`src/core/tebc_map.vh`:
```
// Register offsets, field positions, reset values and timing counts of the timer enable and brown-out block.
// Assumes inclusion by the design file of this block only.
`ifndef TEBC_MAP_VH
`define TEBC_MAP_VH

// ==========================================
// Register offsets
`define TEBC_ADDR_WIDE_CTL 8'h02
`define TEBC_ADDR_TMR_EN 8'h03
`define TEBC_ADDR_VDET 8'h0c
`define TEBC_ADDR_P3_MODE 8'hf7
`define TEBC_ADDR_IRQ_STAT 8'h10
`define TEBC_ADDR_IRQ_MASK 8'h11

// ==========================================
// Field positions of the timer enable register
`define TEBC_BIT_WIDE_EN 0
`define TEBC_BIT_NARROW_EN 1
`define TEBC_BIT_SYNC 2
`define TEBC_RSVD_ONES 5'h1f

// ==========================================
// Field positions of the voltage detect register
`define TEBC_BIT_LV_FLAG 0
`define TEBC_BIT_BO_ACTIVE 1

// ==========================================
// Interrupt status bits
`define TEBC_IRQ_BROWNOUT 0
`define TEBC_IRQ_RECOVER 1
`define TEBC_IRQ_LOWV 2
`define TEBC_IRQ_BITS 3

// ==========================================
// Reset values
`define TEBC_RST_BYTE 8'h00
`define TEBC_RST_IRQ 3'h0

// ==========================================
// Power-on reset stretch after brown-out, in cycles
`define TEBC_POR_CYCLES 16'h0400
`define TEBC_POR_CNT_W 16

`endif

```
`src/core/tebc_timer_enable_bo.v`:
```
// Timer enable register bank with brown-out driven global reset and power-on sequence.
// Assumes one 25 MHz clock, asynchronous active-high reset, comparator and low-voltage
// inputs synchronous to the clock, and a register port with read data one cycle later.
//
// What this block does
// - Reserved bits 7..3 of the timer enable register ignore writes and always read as ones.
// - The sync mode bit enables synchronised timer operation when set, clears on reset and survives stop-mode recovery.
// - Each timer enable bit reads back whether its timer runs, a written 0 stops it, a 1 starts it, reset stops it.
// - Global reset is held for as long as the comparator reports the supply below the brown-out threshold.
// - When the supply returns above the threshold a full power-on reset sequence runs before normal operation.
`include "tebc_map.vh"
`timescale 1ns/100ps
`default_nettype none

module tebc_timer_enable_bo #(
  parameter POR_CYCLES = `TEBC_POR_CYCLES
) (
  input wire clock,
  input wire reset,
  input wire stop_recovery,
  input wire supply_below_threshold,
  input wire low_voltage_detect,
  input wire [7:0] reg_addr,
  input wire [7:0] reg_wdata,
  input wire reg_write,
  input wire reg_read,
  output reg [7:0] reg_rdata,
  output reg narrow_timer_run,
  output reg wide_timer_run,
  output reg sync_mode,
  output reg [7:0] wide_timer_control,
  output reg [7:0] port_three_mode,
  output reg global_reset,
  output reg irq
);

  // ==========================================
  // Power sequencing states
  localparam [1:0] ST_RUN = 2'b00;
  localparam [1:0] ST_BROWN = 2'b01;
  localparam [1:0] ST_POR = 2'b10;

  // Power-on stretch load value and decrement step
  localparam [`TEBC_POR_CNT_W-1:0] POR_LOAD = POR_CYCLES[`TEBC_POR_CNT_W-1:0];
  localparam [`TEBC_POR_CNT_W-1:0] CNT_ONE = {{(`TEBC_POR_CNT_W-1){1'b0}}, 1'b1};

  reg [1:0] state_q;
  reg [1:0] state_d;
  reg [`TEBC_POR_CNT_W-1:0] por_cnt_q;
  reg [`TEBC_POR_CNT_W-1:0] por_cnt_d;
  reg low_flag_q;
  reg low_flag_d;
  reg [`TEBC_IRQ_BITS-1:0] irq_stat_q;
  wire [`TEBC_IRQ_BITS-1:0] irq_stat_d;
  reg [`TEBC_IRQ_BITS-1:0] irq_mask_q;
  reg [`TEBC_IRQ_BITS-1:0] irq_mask_d;
  reg [`TEBC_IRQ_BITS-1:0] irq_event;
  reg irq_d;
  reg narrow_run_d;
  reg wide_run_d;
  reg sync_d;
  reg [7:0] wide_ctl_d;
  reg [7:0] p3_mode_d;
  reg [7:0] rdata_d;
  wire sys_rst;
  wire wr_en;
  wire wr_tmr_en;
  wire wr_wide_ctl;
  wire wr_p3_mode;
  wire wr_irq_mask;
  wire rd_vdet;
  wire rd_irq_stat;
  wire bo_entry;
  wire por_exit;
  wire [7:0] en_status;
  wire [7:0] vdet_status;

  function hit;
    input [7:0] a;
    input [7:0] target;
    begin
      hit = (a == target);
    end
  endfunction

  // Block-wide reset: pin reset, or brown-out / power-on in progress
  // Widens an interrupt vector to a read byte
  function [7:0] pad_irq;
    input [`TEBC_IRQ_BITS-1:0] v;
    begin
      pad_irq = {{(8-`TEBC_IRQ_BITS){1'b0}}, v};
    end
  endfunction

  assign sys_rst = global_reset;
  assign wr_en = reg_write && !global_reset;

  // Register access decode
  assign wr_tmr_en = wr_en && hit(reg_addr, `TEBC_ADDR_TMR_EN);
  assign wr_wide_ctl = wr_en && hit(reg_addr, `TEBC_ADDR_WIDE_CTL);
  assign wr_p3_mode = wr_en && hit(reg_addr, `TEBC_ADDR_P3_MODE);
  assign wr_irq_mask = wr_en && hit(reg_addr, `TEBC_ADDR_IRQ_MASK);
  assign rd_vdet = reg_read && hit(reg_addr, `TEBC_ADDR_VDET);
  assign rd_irq_stat = reg_read && hit(reg_addr, `TEBC_ADDR_IRQ_STAT);

  // Sequencer events
  assign bo_entry = (state_q != ST_BROWN) && (state_d == ST_BROWN);
  assign por_exit = (state_q == ST_POR) && (state_d == ST_RUN);

  assign vdet_status = {6'h00, (state_q != ST_RUN), low_flag_q};

  assign en_status = {`TEBC_RSVD_ONES, sync_mode, narrow_timer_run, wide_timer_run};

  // ==========================================
  // Brown-out sequencing
  always @* begin
    state_d = state_q;
    por_cnt_d = por_cnt_q;
    case (state_q)
      ST_RUN: begin
        if (supply_below_threshold) begin
          state_d = ST_BROWN;
        end
      end
      ST_BROWN: begin
        if (!supply_below_threshold) begin
          state_d = ST_POR;
          por_cnt_d = POR_LOAD;
        end
      end
      ST_POR: begin
        if (supply_below_threshold) begin
          state_d = ST_BROWN;
        end else if (por_cnt_q <= CNT_ONE) begin
          state_d = ST_RUN;
        end else begin
          por_cnt_d = por_cnt_q - CNT_ONE;
        end
      end
      default: begin
        state_d = ST_BROWN;
      end
    endcase
  end

  // Pin reset starts the same stretch that a brown-out recovery runs
  always @(posedge clock or posedge reset) begin
    if (reset) begin
      state_q <= ST_POR;
      por_cnt_q <= POR_LOAD;
    end else begin
      state_q <= state_d;
      por_cnt_q <= por_cnt_d;
    end
  end

  // Global reset follows the next state so it rises at the edge that sees low supply
  always @(posedge clock or posedge reset) begin
    if (reset) begin
      global_reset <= 1'b1;
    end else begin
      global_reset <= (state_d != ST_RUN);
    end
  end

  // ==========================================
  // Timer enable and control registers
  always @* begin
    narrow_run_d = narrow_timer_run;
    wide_run_d = wide_timer_run;
    sync_d = sync_mode;
    wide_ctl_d = wide_timer_control;
    p3_mode_d = port_three_mode;
    if (sys_rst) begin
      narrow_run_d = 1'b0;
      wide_run_d = 1'b0;
      sync_d = 1'b0;
      wide_ctl_d = `TEBC_RST_BYTE;
      p3_mode_d = `TEBC_RST_BYTE;
    end else if (stop_recovery) begin
      // Stop-mode recovery keeps sync mode and the port three mode byte
      narrow_run_d = 1'b0;
      wide_run_d = 1'b0;
      wide_ctl_d = `TEBC_RST_BYTE;
    end else begin
      if (wr_tmr_en) begin
        wide_run_d = reg_wdata[`TEBC_BIT_WIDE_EN];
        narrow_run_d = reg_wdata[`TEBC_BIT_NARROW_EN];
        sync_d = reg_wdata[`TEBC_BIT_SYNC];
      end
      if (wr_wide_ctl) begin
        wide_ctl_d = reg_wdata;
      end
      if (wr_p3_mode) begin
        p3_mode_d = reg_wdata;
      end
    end
  end

  always @(posedge clock or posedge reset) begin
    if (reset) begin
      narrow_timer_run <= 1'b0;
      wide_timer_run <= 1'b0;
      sync_mode <= 1'b0;
      wide_timer_control <= `TEBC_RST_BYTE;
      port_three_mode <= `TEBC_RST_BYTE;
    end else begin
      narrow_timer_run <= narrow_run_d;
      wide_timer_run <= wide_run_d;
      sync_mode <= sync_d;
      wide_timer_control <= wide_ctl_d;
      port_three_mode <= p3_mode_d;
    end
  end

  // ==========================================
  // Low-voltage flag and interrupts
  always @* begin
    irq_event = `TEBC_RST_IRQ;
    irq_event[`TEBC_IRQ_BROWNOUT] = bo_entry;
    irq_event[`TEBC_IRQ_RECOVER] = por_exit;
    irq_event[`TEBC_IRQ_LOWV] = low_voltage_detect && !low_flag_q;
  end

  // Each status bit is sticky; a new event wins over the clearing read
  genvar gi;
  generate
    for (gi = 0; gi < `TEBC_IRQ_BITS; gi = gi + 1) begin : g_stat
      assign irq_stat_d[gi] = irq_event[gi] | (irq_stat_q[gi] & !rd_irq_stat);
    end
  endgenerate

  always @* begin
    low_flag_d = low_flag_q;
    irq_mask_d = irq_mask_q;
    // A new detection wins over the clearing read
    if (low_voltage_detect) begin
      low_flag_d = 1'b1;
    end else if (rd_vdet) begin
      low_flag_d = 1'b0;
    end
    if (wr_irq_mask) begin
      irq_mask_d = reg_wdata[`TEBC_IRQ_BITS-1:0];
    end
    irq_d = |(irq_stat_q & irq_mask_q);
  end

  // Brown-out and recovery events are kept through global reset
  always @(posedge clock or posedge reset) begin
    if (reset) begin
      low_flag_q <= 1'b0;
      irq_stat_q <= `TEBC_RST_IRQ;
      irq_mask_q <= `TEBC_RST_IRQ;
      irq <= 1'b0;
    end else begin
      low_flag_q <= low_flag_d;
      irq_stat_q <= irq_stat_d;
      irq_mask_q <= irq_mask_d;
      irq <= irq_d;
    end
  end

  // ==========================================
  // Read data, valid in the cycle after the read strobe
  always @* begin
    rdata_d = `TEBC_RST_BYTE;
    if (reg_read) begin
      case (reg_addr)
        `TEBC_ADDR_TMR_EN: begin
          rdata_d = en_status;
        end
        `TEBC_ADDR_WIDE_CTL: begin
          rdata_d = wide_timer_control;
        end
        `TEBC_ADDR_VDET: begin
          rdata_d = vdet_status;
        end
        `TEBC_ADDR_IRQ_STAT: begin
          rdata_d = pad_irq(irq_stat_q);
        end
        `TEBC_ADDR_IRQ_MASK: begin
          rdata_d = pad_irq(irq_mask_q);
        end
        default: begin
          // Write-only and unmapped addresses read as zero
          rdata_d = `TEBC_RST_BYTE;
        end
      endcase
    end
  end

  always @(posedge clock or posedge reset) begin
    if (reset) begin
      reg_rdata <= `TEBC_RST_BYTE;
    end else begin
      reg_rdata <= rdata_d;
    end
  end

endmodule // tebc_timer_enable_bo

`default_nettype wire

```
`config.mk`:
```
export PLATFORM = sky130hd
export DESIGN_NAME = tebc_timer_enable_bo
export DESIGN_NICKNAME = d
export VERILOG_FILES = /design/src/core/tebc_timer_enable_bo.v
export VERILOG_INCLUDE_DIRS = /design/src /design/src/core
export SDC_FILE = /design/constraint.sdc
export NUM_CORES = 1
export LEC_CHECK = 0
export BUFFER_PORTS_ARGS = -buffer_cell sky130_fd_sc_hd__clkbuf_2
export CELL_PAD_IN_SITES_DETAIL_PLACEMENT = 0
export CELL_PAD_IN_SITES_GLOBAL_PLACEMENT = 1
export CORE_AREA = 2 2 93 73
export CTS_BUF_LIST = sky130_fd_sc_hd__clkbuf_16
export DETAILED_ROUTE_END_ITERATION = 8
export DIE_AREA = 0 0 95 75
export GPL_TIMING_DRIVEN = 0
export PLACE_DENSITY_LB_ADDON = 0.1
export SETUP_SLACK_MARGIN = 0.1
export SKIP_CTS_REPAIR_TIMING = 1
export SLEW_MARGIN = 15
export SYNTH_ARGS = -nofsm -noshare
export SYNTH_HDL_FRONTEND = slang
export SYNTH_SLANG_ARGS = --single-unit
```
`constraint.sdc`:
```
create_clock -name clock -period 5.2 [get_ports clock]
set_clock_uncertainty 0.15 [all_clocks]
set_input_delay 1.04 -clock clock [delete_from_list [all_inputs] [get_ports clock]]
set_output_delay 1.04 -clock clock [all_outputs]
set_load 0.01 [all_outputs]
```
* Word-level counts from Yosys, hierarchy flattened
Index checks and enable logic that the tools add are counted.
Widths: inputs -> output; s select.
** Word-level totals
- Register bits after elaboration :: 54
- Input bits :: 23
- Logic and storage cells :: 91
** Cells by class
- $add $sub $neg :: 1
- Magnitude comparators :: 1
- Eq/ne operators :: 14
- Multiplexer cells :: 28
- Bitwise operators :: 7
- Reductions and logical operators :: 27
** Operators by type and width (count)
- $mux 8 :: 7
- $mux 16 :: 3
- $pmux 8 s5 :: 1
- $pmux 16 s2 :: 1
- $eq 8x2->1 const B :: 2
- $eq 8x5->1 const B :: 2
- $le 16x1->1 const B :: 1
- $sub 16x1->16 const B :: 1
- $reduce_bool 2->1 :: 6
- $mux 1 :: 11
- $logic_and 1x1->1 :: 10
- $eq 8x4->1 const B :: 1
- $eq 8x8->1 const B :: 1
- $mux 2 :: 4
- $ne 2x2->1 const B :: 3
- $pmux 2 s3 :: 1
- $reduce_bool 3->1 :: 2
- $eq 2x1->1 const B :: 2
- $logic_not 2->1 :: 2
- $ne 2x1->1 const B :: 2
- $reduce_and 2->1 :: 2
- $reduce_and 4->1 :: 1
- $and 1x1->1 :: 3
- $and 3x3->3 :: 1
- 4 further kinds :: 8

* Longest topological paths before layout
Gate-level depths: netlist of the first run.
- Depth after elaboration :: 7
- Gate-level depth with buffers :: 6
- Gate-level depth less buffers :: 6

* Worst setup path after synthesis of the first run
No wires, ideal clock.
- Kind :: input -> register
- From :: in reg_addr[1]
- To :: reg irq_mask_q[0]
- Setup time :: 0.125 ns
- Data arrival time :: 2.252 ns
- Required time :: 4.925 ns
- Setup slack :: 2.674 ns
- Stages :: 4
- Path buffers :: 0
- Path through :: or4b_1 nor4_4 nand2_1 mux2_2
** Between the ends
- Cells in the longest elaborated chain, start to end :: 2
** Ends and longest elaborated chain
- from (decl) :: line tebc_timer_enable_bo.v:23 : input wire [7:0] reg_addr,
- $eq 8x5->1
- $logic_and 1x1->1 :: line tebc_timer_enable_bo.v:102 : assign wr_irq_mask = wr_en && hit(reg_addr, `TEBC_ADDR_IRQ_MASK);
- to (signal assigned) :: line tebc_timer_enable_bo.v:253 : irq_mask_q <= `TEBC_RST_IRQ;
- to (signal assigned) :: line tebc_timer_enable_bo.v:258 : irq_mask_q <= irq_mask_d;
- to (decl) :: line tebc_timer_enable_bo.v:55 : reg [`TEBC_IRQ_BITS-1:0] irq_mask_q;
No other way between the ends.
A chain may end at the register's enable or synchronous reset.

* Worst setup path in the final report of the first run
- From :: in reg_addr[5]
- To :: reg wide_timer_control[0]
** Between the ends
- Cells in the longest elaborated chain, start to end :: 3
** Ends and longest elaborated chain
- $eq 8x2->1 :: line tebc_timer_enable_bo.v:82 : hit = (a == target);
- $logic_and 1x1->1 :: line tebc_timer_enable_bo.v:100 : assign wr_wide_ctl = wr_en && hit(reg_addr, `TEBC_ADDR_WIDE_CTL);
- $reduce_bool 3->1 (no source line)
- to (signal assigned) :: line tebc_timer_enable_bo.v:205 : wide_timer_control <= `TEBC_RST_BYTE;
- to (signal assigned) :: line tebc_timer_enable_bo.v:211 : wide_timer_control <= wide_ctl_d;
- to (decl) :: line tebc_timer_enable_bo.v:31 : output reg [7:0] wide_timer_control,
No other way between the ends.

==> flow_summary.toml, run 1 <==
[synth]
netlist.area_leader.share_pct = 46.3
syn_inst = 267
yosys.area.top_type = "dfrtp_1"
synth_area_sq_um = 2760
synth-main-ff-cell = "dfrtp_1"
syn_nets = 292
synthTopCellsByArea = "dfrtp_1 46%, mux2i_1 5.1%, nor2_1 4.2%"
synth_edf_count = 0
yosysUniqueCellTypes = 59
synthArstFlopShare_pct = 100
synth_seq_area_share_pct = 49.2
avgSynthCellArea_sq_um = 10.3
ys_warn_count = 0
synth-seq-cells = 54

[floorplanning]
die_area_sq_um = 7130
placementRows = 25
die_w_microns = 95
die_h_microns = 75
io_pins = 52
coreArea_sq_um = 6160
initial_core_util_pct = 44.7

[routing]
drt_iter0_drc = 151
via_per_inst = 5.61
drtPass1Iterations = 4
wl_per_cell_microns = 16.4
drc_errors = 0
final_antenna_net_count = 0
routed_wl_microns = 6660
vias = 2285

[clocking]
clk_pin_slew_ns = 0.07
cts_buffer_depth = 2
tritoncts = "done"
cts_made_buffers = 5
htree_levels = 2
cts.sinks = 54
cts-root-buf = "clkbuf_16"
clk_latency_ns = 0.29

[sta]
drv_slew = 0
worst_slack_ns = 2.49
setup-tns-final_ns = 0
rsz0062_at_grt = "false"
timing.final.crit_period_ns = 2.71
setup_viol = 0
fmax_mhz = 368
max_slew_margin_pct = 37.6
final.period_utilization_pct = 52.2
hold_viol_final = 0
worst_pin_slew_ns = 0.930

[final_layout]
final_nets = 350
area_growth_pct = 18.9
fin_util_pct = 53.2
final_cell_mix = "51 x clkbuf_2, 51 x dfrtp_1, 31 x nor2_1, 19 x nand2_1, 19 x a21oi_1"
n_antenna_cell = 0
final_cell_area_sq_um = 3280
drive_gt1_share_pct = 26.4

[setup_path]
arrival_ns = 2.72
crit_fanout = 8
path_cells = "clkbuf_2 -> nor4_1 -> nand4b_1 -> nand2_1 -> a21oi_1"
required_ns = 5.21
start_kind = "input port"
worstSetupEndpointType = "flip-flop"
max_stage_delay_ns = 0.74
criticalPathCategory = "input port to flip-flop"
path_buf_inv = 1
critPathSlowestCell = "nor4_1"
cp_top_family = "simple AND/OR/NAND/NOR gates"

[grt]
grt_first_pass_wirelength_microns = 10800
grt_max_degree = 34
grt_pass1_vias = 1988
grt_usage_pct = 20.1
grt_remaining_overflow = 0
antenna_found_initial = 0

[power]
leakagePower_nw = 1.48
vdd.ir_drop.worst_mv = 0.185
pwr_density_cell_nw_per_um2 = 400
power.total_mw = 1.31

[placed_design]
dpl_cell_area_sq_um = 3130
dp_hpwl_microns = 4840
place_congestion = 0.846
port_buffers = 50
pre_cts_ws_ns = 2.26

[outcome]
status = "completed"

[flow_run]
drv_cap = 0

[min_path]
hold_path.class = "flip-flop to flip-flop"
==> logic make-up (layout without fill, tap and decap cells) <==
family | Yosys count | in the layout | share of synthesized area (%)
buf+inv | 20 | 79 | 2.82
flops | 54 | 54 | 49.2
xor+xnor | 1 | 1 | 0.318
simple gates | 108 | 108 | 23.8
mux | 20 | 20 | 7.54
fa+ha+maj | 2 | 2 | 0.908
compound gates | 62 | 62 | 15.5
==> power breakdown <==
part / total (mW) / switching (mW) / internal, mW
Combinational: 0.422 / 0.254 / 0.168
Clock: 0.342 / 0.160 / 0.181
Sequential: 0.548 / 0.0711 / 0.477
==> metal layers <==
metal | up-vias | GRT usage [%] | share of wire (%)
met5 | - | 0 | 0
met4 | 0 | 3.86 | 0.59
met3 | 5 | 4.70 | 4.8
met2 | 59 | 26.3 | 41
met1 | 1122 | 33.2 | 53
li1 | 1099 | - | -
==> synth_stat cells (3+ instances only) <==
cell type,number
nand3_1,13
inv_1,12
nand2b_1,6
nor2_1,31
nand2_1,19
a21oi_1,19
and4_1,3
nand4b_1,3
mux2_2,6
o211ai_1,5
dfstp_2,3
dfrtp_1,51
clkbuf_1,4
nor3_1,5
o21ai_0,11
mux2i_1,14
nor4_4,3
==> worst paths after layout <==
kind	from	endpoint	slack [ns]	cells past startpoint
hold reg to reg	low_flag_q	low_flag_q	0.34	1
hold / removal	low_flag_q	low_flag_q	0.34	1
setup / recovery	reg_addr[5]	wide_timer_control[0]	2.49	5
min in group asynchronous	reset	port_three_mode[7]	0.59	2
setup reg to reg	por_cnt_q[0]	por_cnt_q[3]	2.80	6
max in group asynchronous	reset	state_q[1]	3.71	3
==> state kept, by name (all words and copies together), names as in the netlist <==
register / count
irq: 1
narrow_timer_run: 1
reg_rdata: 8
wide_timer_run: 1
por_cnt_q: 16
global_reset: 1
low_flag_q: 1
wide_timer_control: 8
irq_stat_q: 3
port_three_mode: 8
sync_mode: 1
irq_mask_q: 3
state_q: 2
==> worst reg2reg max path, delay by kind of cell (launching register included) <==
family	cells	cell delay [ns]
and+or+nand+nor	1	0.32
adders and majority gates	1	0.33
buffers and inverters	1	0.10
DFF	1	0.41
AOI/OAI and AO/OA	3	0.95
==> per-stage QoR <==
| stage | hold WS [ns] | instances |
|---|---|---|
| after global placement | 0.311 | 398 |
| final | 0.339 | 407 |
| after floorplan | 0.299 | 267 |
| after global routing | 0.369 | 407 |
| after CTS | 0.345 | 407 |
| after detailed placement | 0.328 | 399 |
==> cell type report <==
| type | count | area (sq um) |
|---|---|---|
| fillers | 579 | 2890 |
| flip-flops and latches | 54 | 1360 |
| multi-input cells | 193 | 1320 |
| repair buffers | 51 | 270 |
| clock buffers | 5 | 125 |
| well taps | 81 | 101 |
| inverters | 12 | 45.0 |
| plain buffers | 8 | 32.5 |
| clock inverters | 3 | 25.0 |
No activity file was read; power rests on OpenSTA's default activity.
==> run 2: changes to the inputs <==
--- a/config.mk
+++ b/config.mk
@@ -9,10 +9,10 @@
 export BUFFER_PORTS_ARGS = -buffer_cell sky130_fd_sc_hd__clkbuf_2
 export CELL_PAD_IN_SITES_DETAIL_PLACEMENT = 0
 export CELL_PAD_IN_SITES_GLOBAL_PLACEMENT = 1
-export CORE_AREA = 2 2 93 73
+export CORE_AREA = 2 2 102 79
 export CTS_BUF_LIST = sky130_fd_sc_hd__clkbuf_16
 export DETAILED_ROUTE_END_ITERATION = 8
-export DIE_AREA = 0 0 95 75
+export DIE_AREA = 0 0 104 81
 export GPL_TIMING_DRIVEN = 0
 export PLACE_DENSITY_LB_ADDON = 0.1
 export SETUP_SLACK_MARGIN = 0.1
==> constraint.sdc (replaced) <==
create_clock -name clock -period 2.2 [get_ports clock]
set_clock_uncertainty 0.15 [all_clocks]
set_input_delay 0.44 -clock clock [delete_from_list [all_inputs] [get_ports clock]]
set_output_delay 0.44 -clock clock [all_outputs]
set_load 0.01 [all_outputs]
==> flow_summary.toml, run 2 (synthesis results as in run 1) <==
[clocking]
cts_buffer_depth = 2
tritoncts = "done"
cts.sinks = 54
cts-root-buf = "clkbuf_16"
clk_latency_ns = 0.29
cts_made_buffers = 5
clk_pin_slew_ns = 0.08
htree_levels = 2

[setup_path]
reg2reg_to = "por_cnt_q[12]"
crit_fanout = 6
crit_end = "por_cnt_q[12]"
reg2reg_slack_ns = 0.18
arrival_ns = 2.09
start_kind = "flip-flop"
rr_startpoint = "por_cnt_q[3]"
required_ns = 2.27
worstSetupEndpointType = "flip-flop"
cp-startpoint = "por_cnt_q[3]"
reg2reg_depth = 5
criticalPathCategory = "flip-flop to flip-flop"

[routing]
vias = 2271
drt_iter0_drc = 143
drc_errors = 0
routed_wl_microns = 7030
wl_per_cell_microns = 16.0
via_per_inst = 5.16
drtPass1Iterations = 4
final_antenna_net_count = 0

[power]
clkPwrFrac_pct = 23.9
p_sw_share_pct = 36.8
p_switching_mw = 1.23
leakagePower_nw = 1.54
vdd.ir_drop.worst_mv = 0.511
power.sequential.fraction_pct = 38.9
pwr_density_cell_nw_per_um2 = 980
p_int_mw = 2.12
combPwrFrac_pct = 37.2

[grt]
grtUsageMet1_pct = 26.3
antenna_found_initial = 0
grt_pass1_vias = 2131
grt_remaining_overflow = 0
grtUsageMet3_pct = 3.69
grt_util_met2_pct = 23.2
grt_max_degree = 55
grt_usage_pct = 16.9
busiest_layer = "met1"
grt_first_pass_wirelength_microns = 11200

[sta]
fmax_mhz = 496
worst_slack_ns = 0.184
max_slew_margin_pct = 50.0
rsz0062_at_grt = "true"
timing.final.crit_period_ns = 2.02
setup_viol = 0
final.period_utilization_pct = 91.7
hold_viol_final = 0
drv_slew = 0
worst_pin_slew_ns = 0.748
setup-tns-final_ns = 0

[final_layout]
area_growth_pct = 24.3
largest_reg_flops = 16
layout_commonest_cell = "clkbuf_2"
regMostFlops = "por_cnt_q"
drive_gt1_share_pct = 30.4
fillers = 767
final_cell_mix = "51 x clkbuf_2, 49 x dfrtp_1, 31 x nor2_1, 19 x nand2_1, 19 x a21oi_1"
final_nets = 359
n_antenna_cell = 0
final_cell_area_sq_um = 3420

[floorplanning]
die_area_sq_um = 8420
io_pins = 52
die_h_microns = 81
placementRows = 28
initial_core_util_pct = 36.4
die_w_microns = 104
coreArea_sq_um = 7570

[placed_design]
place_congestion = 0.782
port_buffers = 50
dp_hpwl_microns = 4890
dpl_cell_area_sq_um = 3140
pre_cts_ws_ns = -0.132

[outcome]
status = "completed"

[flow_run]
drv_cap = 0

[min_path]
hold_path.class = "input port to asynchronous set/reset pin"
[run 2: cell count changes in the layout (fill, tap and decap cells not counted), moves of 2 or more]
cell     previous run  this run
dfrtp_2             0         2
buf_4               0        10
o21ai_0            11         8
o21ai_1             0         3
dfrtp_1            51        49
[run 2: worst min path at each step]
stage               startpoint               endpoint  slack [ns]
finish                   reset  wide_timer_control[7]        0.09
global route             reset          por_cnt_q[14]        0.14
CTS                      reset     port_three_mode[4]        0.13
detailed placement  low_flag_q             low_flag_q        0.33
global placement    low_flag_q             low_flag_q        0.31
floorplan           low_flag_q             low_flag_q        0.30
[run 2: critical path, cell delays in order, from the launching register on]
cell and delay [ns]:
dfrtp_2 0.45, or4_4 0.59, nor4b_4 0.34, buf_4 0.18
nand4_1 0.09, a21oi_1 0.15
[run 2: area by class of cell]
class / count / area [sq um] / area share (%)
well taps: 105 / 131 / 3.84
inverters: 12 / 47.5 / 1.39
repair buffers: 60 / 325 / 9.50
clock buffers: 5 / 125 / 3.65
clock inverters: 3 / 21.3 / 0.621
plain buffers: 8 / 32.5 / 0.950
multi-input cells: 193 / 1380 / 40.4
flip-flops and latches: 54 / 1360 / 39.7
[run 2: per-layer routing]
| layer | up-vias | part of all wire (%) |
|---|---|---|
| met4 | 0 | 0.95 |
| met5 | - | 0 |
| met3 | 7 | 3.1 |
| met1 | 1118 | 54 |
| li1 | 1117 | - |
| met2 | 29 | 42 |
[run 2: through the flow]
step | util (%) | std cells | hold slack, ns | power, mW
final | 45.2 | 440 | 0.0887 | 3.35
after global routing | 45.2 | 440 | 0.145 | 3.56
after CTS | 43.4 | 430 | 0.125 | 3.11
after detailed placement | 41.5 | 422 | 0.326 | 2.31
after global placement | 41.5 | 422 | 0.310 | 2.30
after floorplan | - | 267 | 0.299 | 2.03
[run 2: power groups by stage]
stage          registers, mW  logic (mW)  clock network [mW]
3_3_place_gp            1.31       0.991                   0
4_1_cts                 1.29        1.00               0.816
5_1_grt                 1.33        1.37               0.860
6_report                1.30        1.25               0.803
2_1_floorplan           1.27       0.754                   0
3_5_place_dp            1.31       0.997                   0
==> run 3: changes to the inputs <==
--- a/config.mk
+++ b/config.mk
@@ -7,12 +7,12 @@
 export NUM_CORES = 1
 export LEC_CHECK = 0
 export BUFFER_PORTS_ARGS = -buffer_cell sky130_fd_sc_hd__clkbuf_2
-export CELL_PAD_IN_SITES_DETAIL_PLACEMENT = 0
-export CELL_PAD_IN_SITES_GLOBAL_PLACEMENT = 1
-export CORE_AREA = 2 2 102 79
+export CELL_PAD_IN_SITES_DETAIL_PLACEMENT = 1
+export CELL_PAD_IN_SITES_GLOBAL_PLACEMENT = 2
+export CORE_AREA = 2 2 112 87
 export CTS_BUF_LIST = sky130_fd_sc_hd__clkbuf_16
 export DETAILED_ROUTE_END_ITERATION = 8
-export DIE_AREA = 0 0 104 81
+export DIE_AREA = 0 0 114 89
 export GPL_TIMING_DRIVEN = 0
 export PLACE_DENSITY_LB_ADDON = 0.1
 export SETUP_SLACK_MARGIN = 0.1
==> flow_summary.toml, run 3 (synthesis results as in run 1) <==
[clocking]
tritoncts = "done"
clk_pin_slew_ns = 0.08
cts_made_buffers = 5
cts-root-buf = "clkbuf_16"
htree_levels = 2
clk_latency_ns = 0.30
cts_buffer_depth = 2
cts.sinks = 54

[final_layout]
final_cell_mix = "52 x clkbuf_2, 49 x dfrtp_1, 31 x nor2_1, 19 x nand2_1, 19 x a21oi_1"
regMostFlops = "por_cnt_q"
drive_gt1_share_pct = 31.9
fin_util_pct = 39.2
fin_cells = 451
largest_reg_flops = 16
n_antenna_cell = 0
area_growth_pct = 27.1
final_nets = 363
layout_commonest_cell = "clkbuf_2"
final_cell_area_sq_um = 3500

[setup_path]
required_ns = 2.23
worstSetupEndpointType = "flip-flop"
criticalPathCategory = "flip-flop to flip-flop"
crit_fanout = 5
arrival_ns = 2.07
start_kind = "flip-flop"

[floorplanning]
die_area_sq_um = 10100
die_w_microns = 114
initial_core_util_pct = 30.8
placementRows = 30
die_h_microns = 89
io_pins = 52
coreArea_sq_um = 8930

[sta]
final.period_utilization_pct = 93.0
worst_pin_slew_ns = 0.964
drv_slew = 0
worst_slack_ns = 0.154
fmax_mhz = 489
hold_viol_final = 0
timing.final.crit_period_ns = 2.05
max_slew_margin_pct = 35.4
setup_viol = 0
rsz0062_at_grt = "true"

[power]
leakagePower_nw = 1.56
vdd.ir_drop.worst_mv = 0.324
power.total_mw = 3.57
pwr_density_cell_nw_per_um2 = 1020

[grt]
grt_remaining_overflow = 0
antenna_found_initial = 0
grt_pass1_vias = 2364
grt_usage_pct = 16.5
grt_first_pass_wirelength_microns = 12900
grt_max_degree = 55

[routing]
vias = 2317
drtPass1Iterations = 4
drt_iter0_drc = 133
routed_wl_microns = 7900
wl_per_cell_microns = 17.5
via_per_inst = 5.14
drc_errors = 0
final_antenna_net_count = 0

[placed_design]
place_congestion = 0.801
dp_cells = 429
dpl_cell_area_sq_um = 3150
dp_hpwl_microns = 5690
port_buffers = 50
pre_cts_ws_ns = -0.177

[min_path]
hold_path.class = "input port to asynchronous set/reset pin"

[flow_run]
drv_cap = 0

[outcome]
status = "completed"
-- run 3: layer usage --
layer	vias to the layer above	global-route usage [%]	routed length, microns
met5	-	0	0
met4	0	3.66	56
met3	5	3.80	283
met2	38	24.7	3540
met1	1152	24.3	4020
li1	1122	-	-
-- run 3: path summary, 6_finish.rpt --
kind / start / end / slack, ns / depth (start not counted)
setup / recovery: por_cnt_q[0] / por_cnt_q[1] / 0.15 / 6
max in group asynchronous: reset / por_cnt_q[3] / 1.31 / 2
setup reg to reg: por_cnt_q[0] / por_cnt_q[1] / 0.15 / 6
hold reg to reg: low_flag_q / low_flag_q / 0.34 / 1
hold / removal: reset / port_three_mode[5] / 0.08 / 2
min in group clock: low_voltage_detect / low_flag_q / 0.21 / 2
-- run 3: stage by stage --
step                      hold slack (ns)  TNS, ns
after global placement              0.311   -31.62
after detailed placement            0.329    -2.97
after CTS                           0.119    -1.45
after floorplan                     0.299        0
final                              0.0810        0
after global routing                0.146        0
-- run 3: power breakdown --
group	internal (mW)	switching, mW
registers	1.13	0.168
logic	0.615	0.724
clock network	0.546	0.385
total	2.29	1.28
-- run 3: worst max-delay path: stages, from the launching register on --
cell	delay, ns
dfrtp_1	0.41
buf_4	0.15
ha_1	0.20
o21ba_4	0.22
and4_2	0.26
a21oi_4	0.19
mux2_2	0.35
-- run 3: layout make-up --
type,instances,area [sq um]
Buffer,8,33.8
Clock buffer,5,125
Clock inverter,3,48.8
Fill cell,1047,5430
Inverter,12,47.5
Multi-Input combinational cell,193,1380
Sequential cell,54,1360
Tap cell,112,140
Timing Repair Buffer,64,368
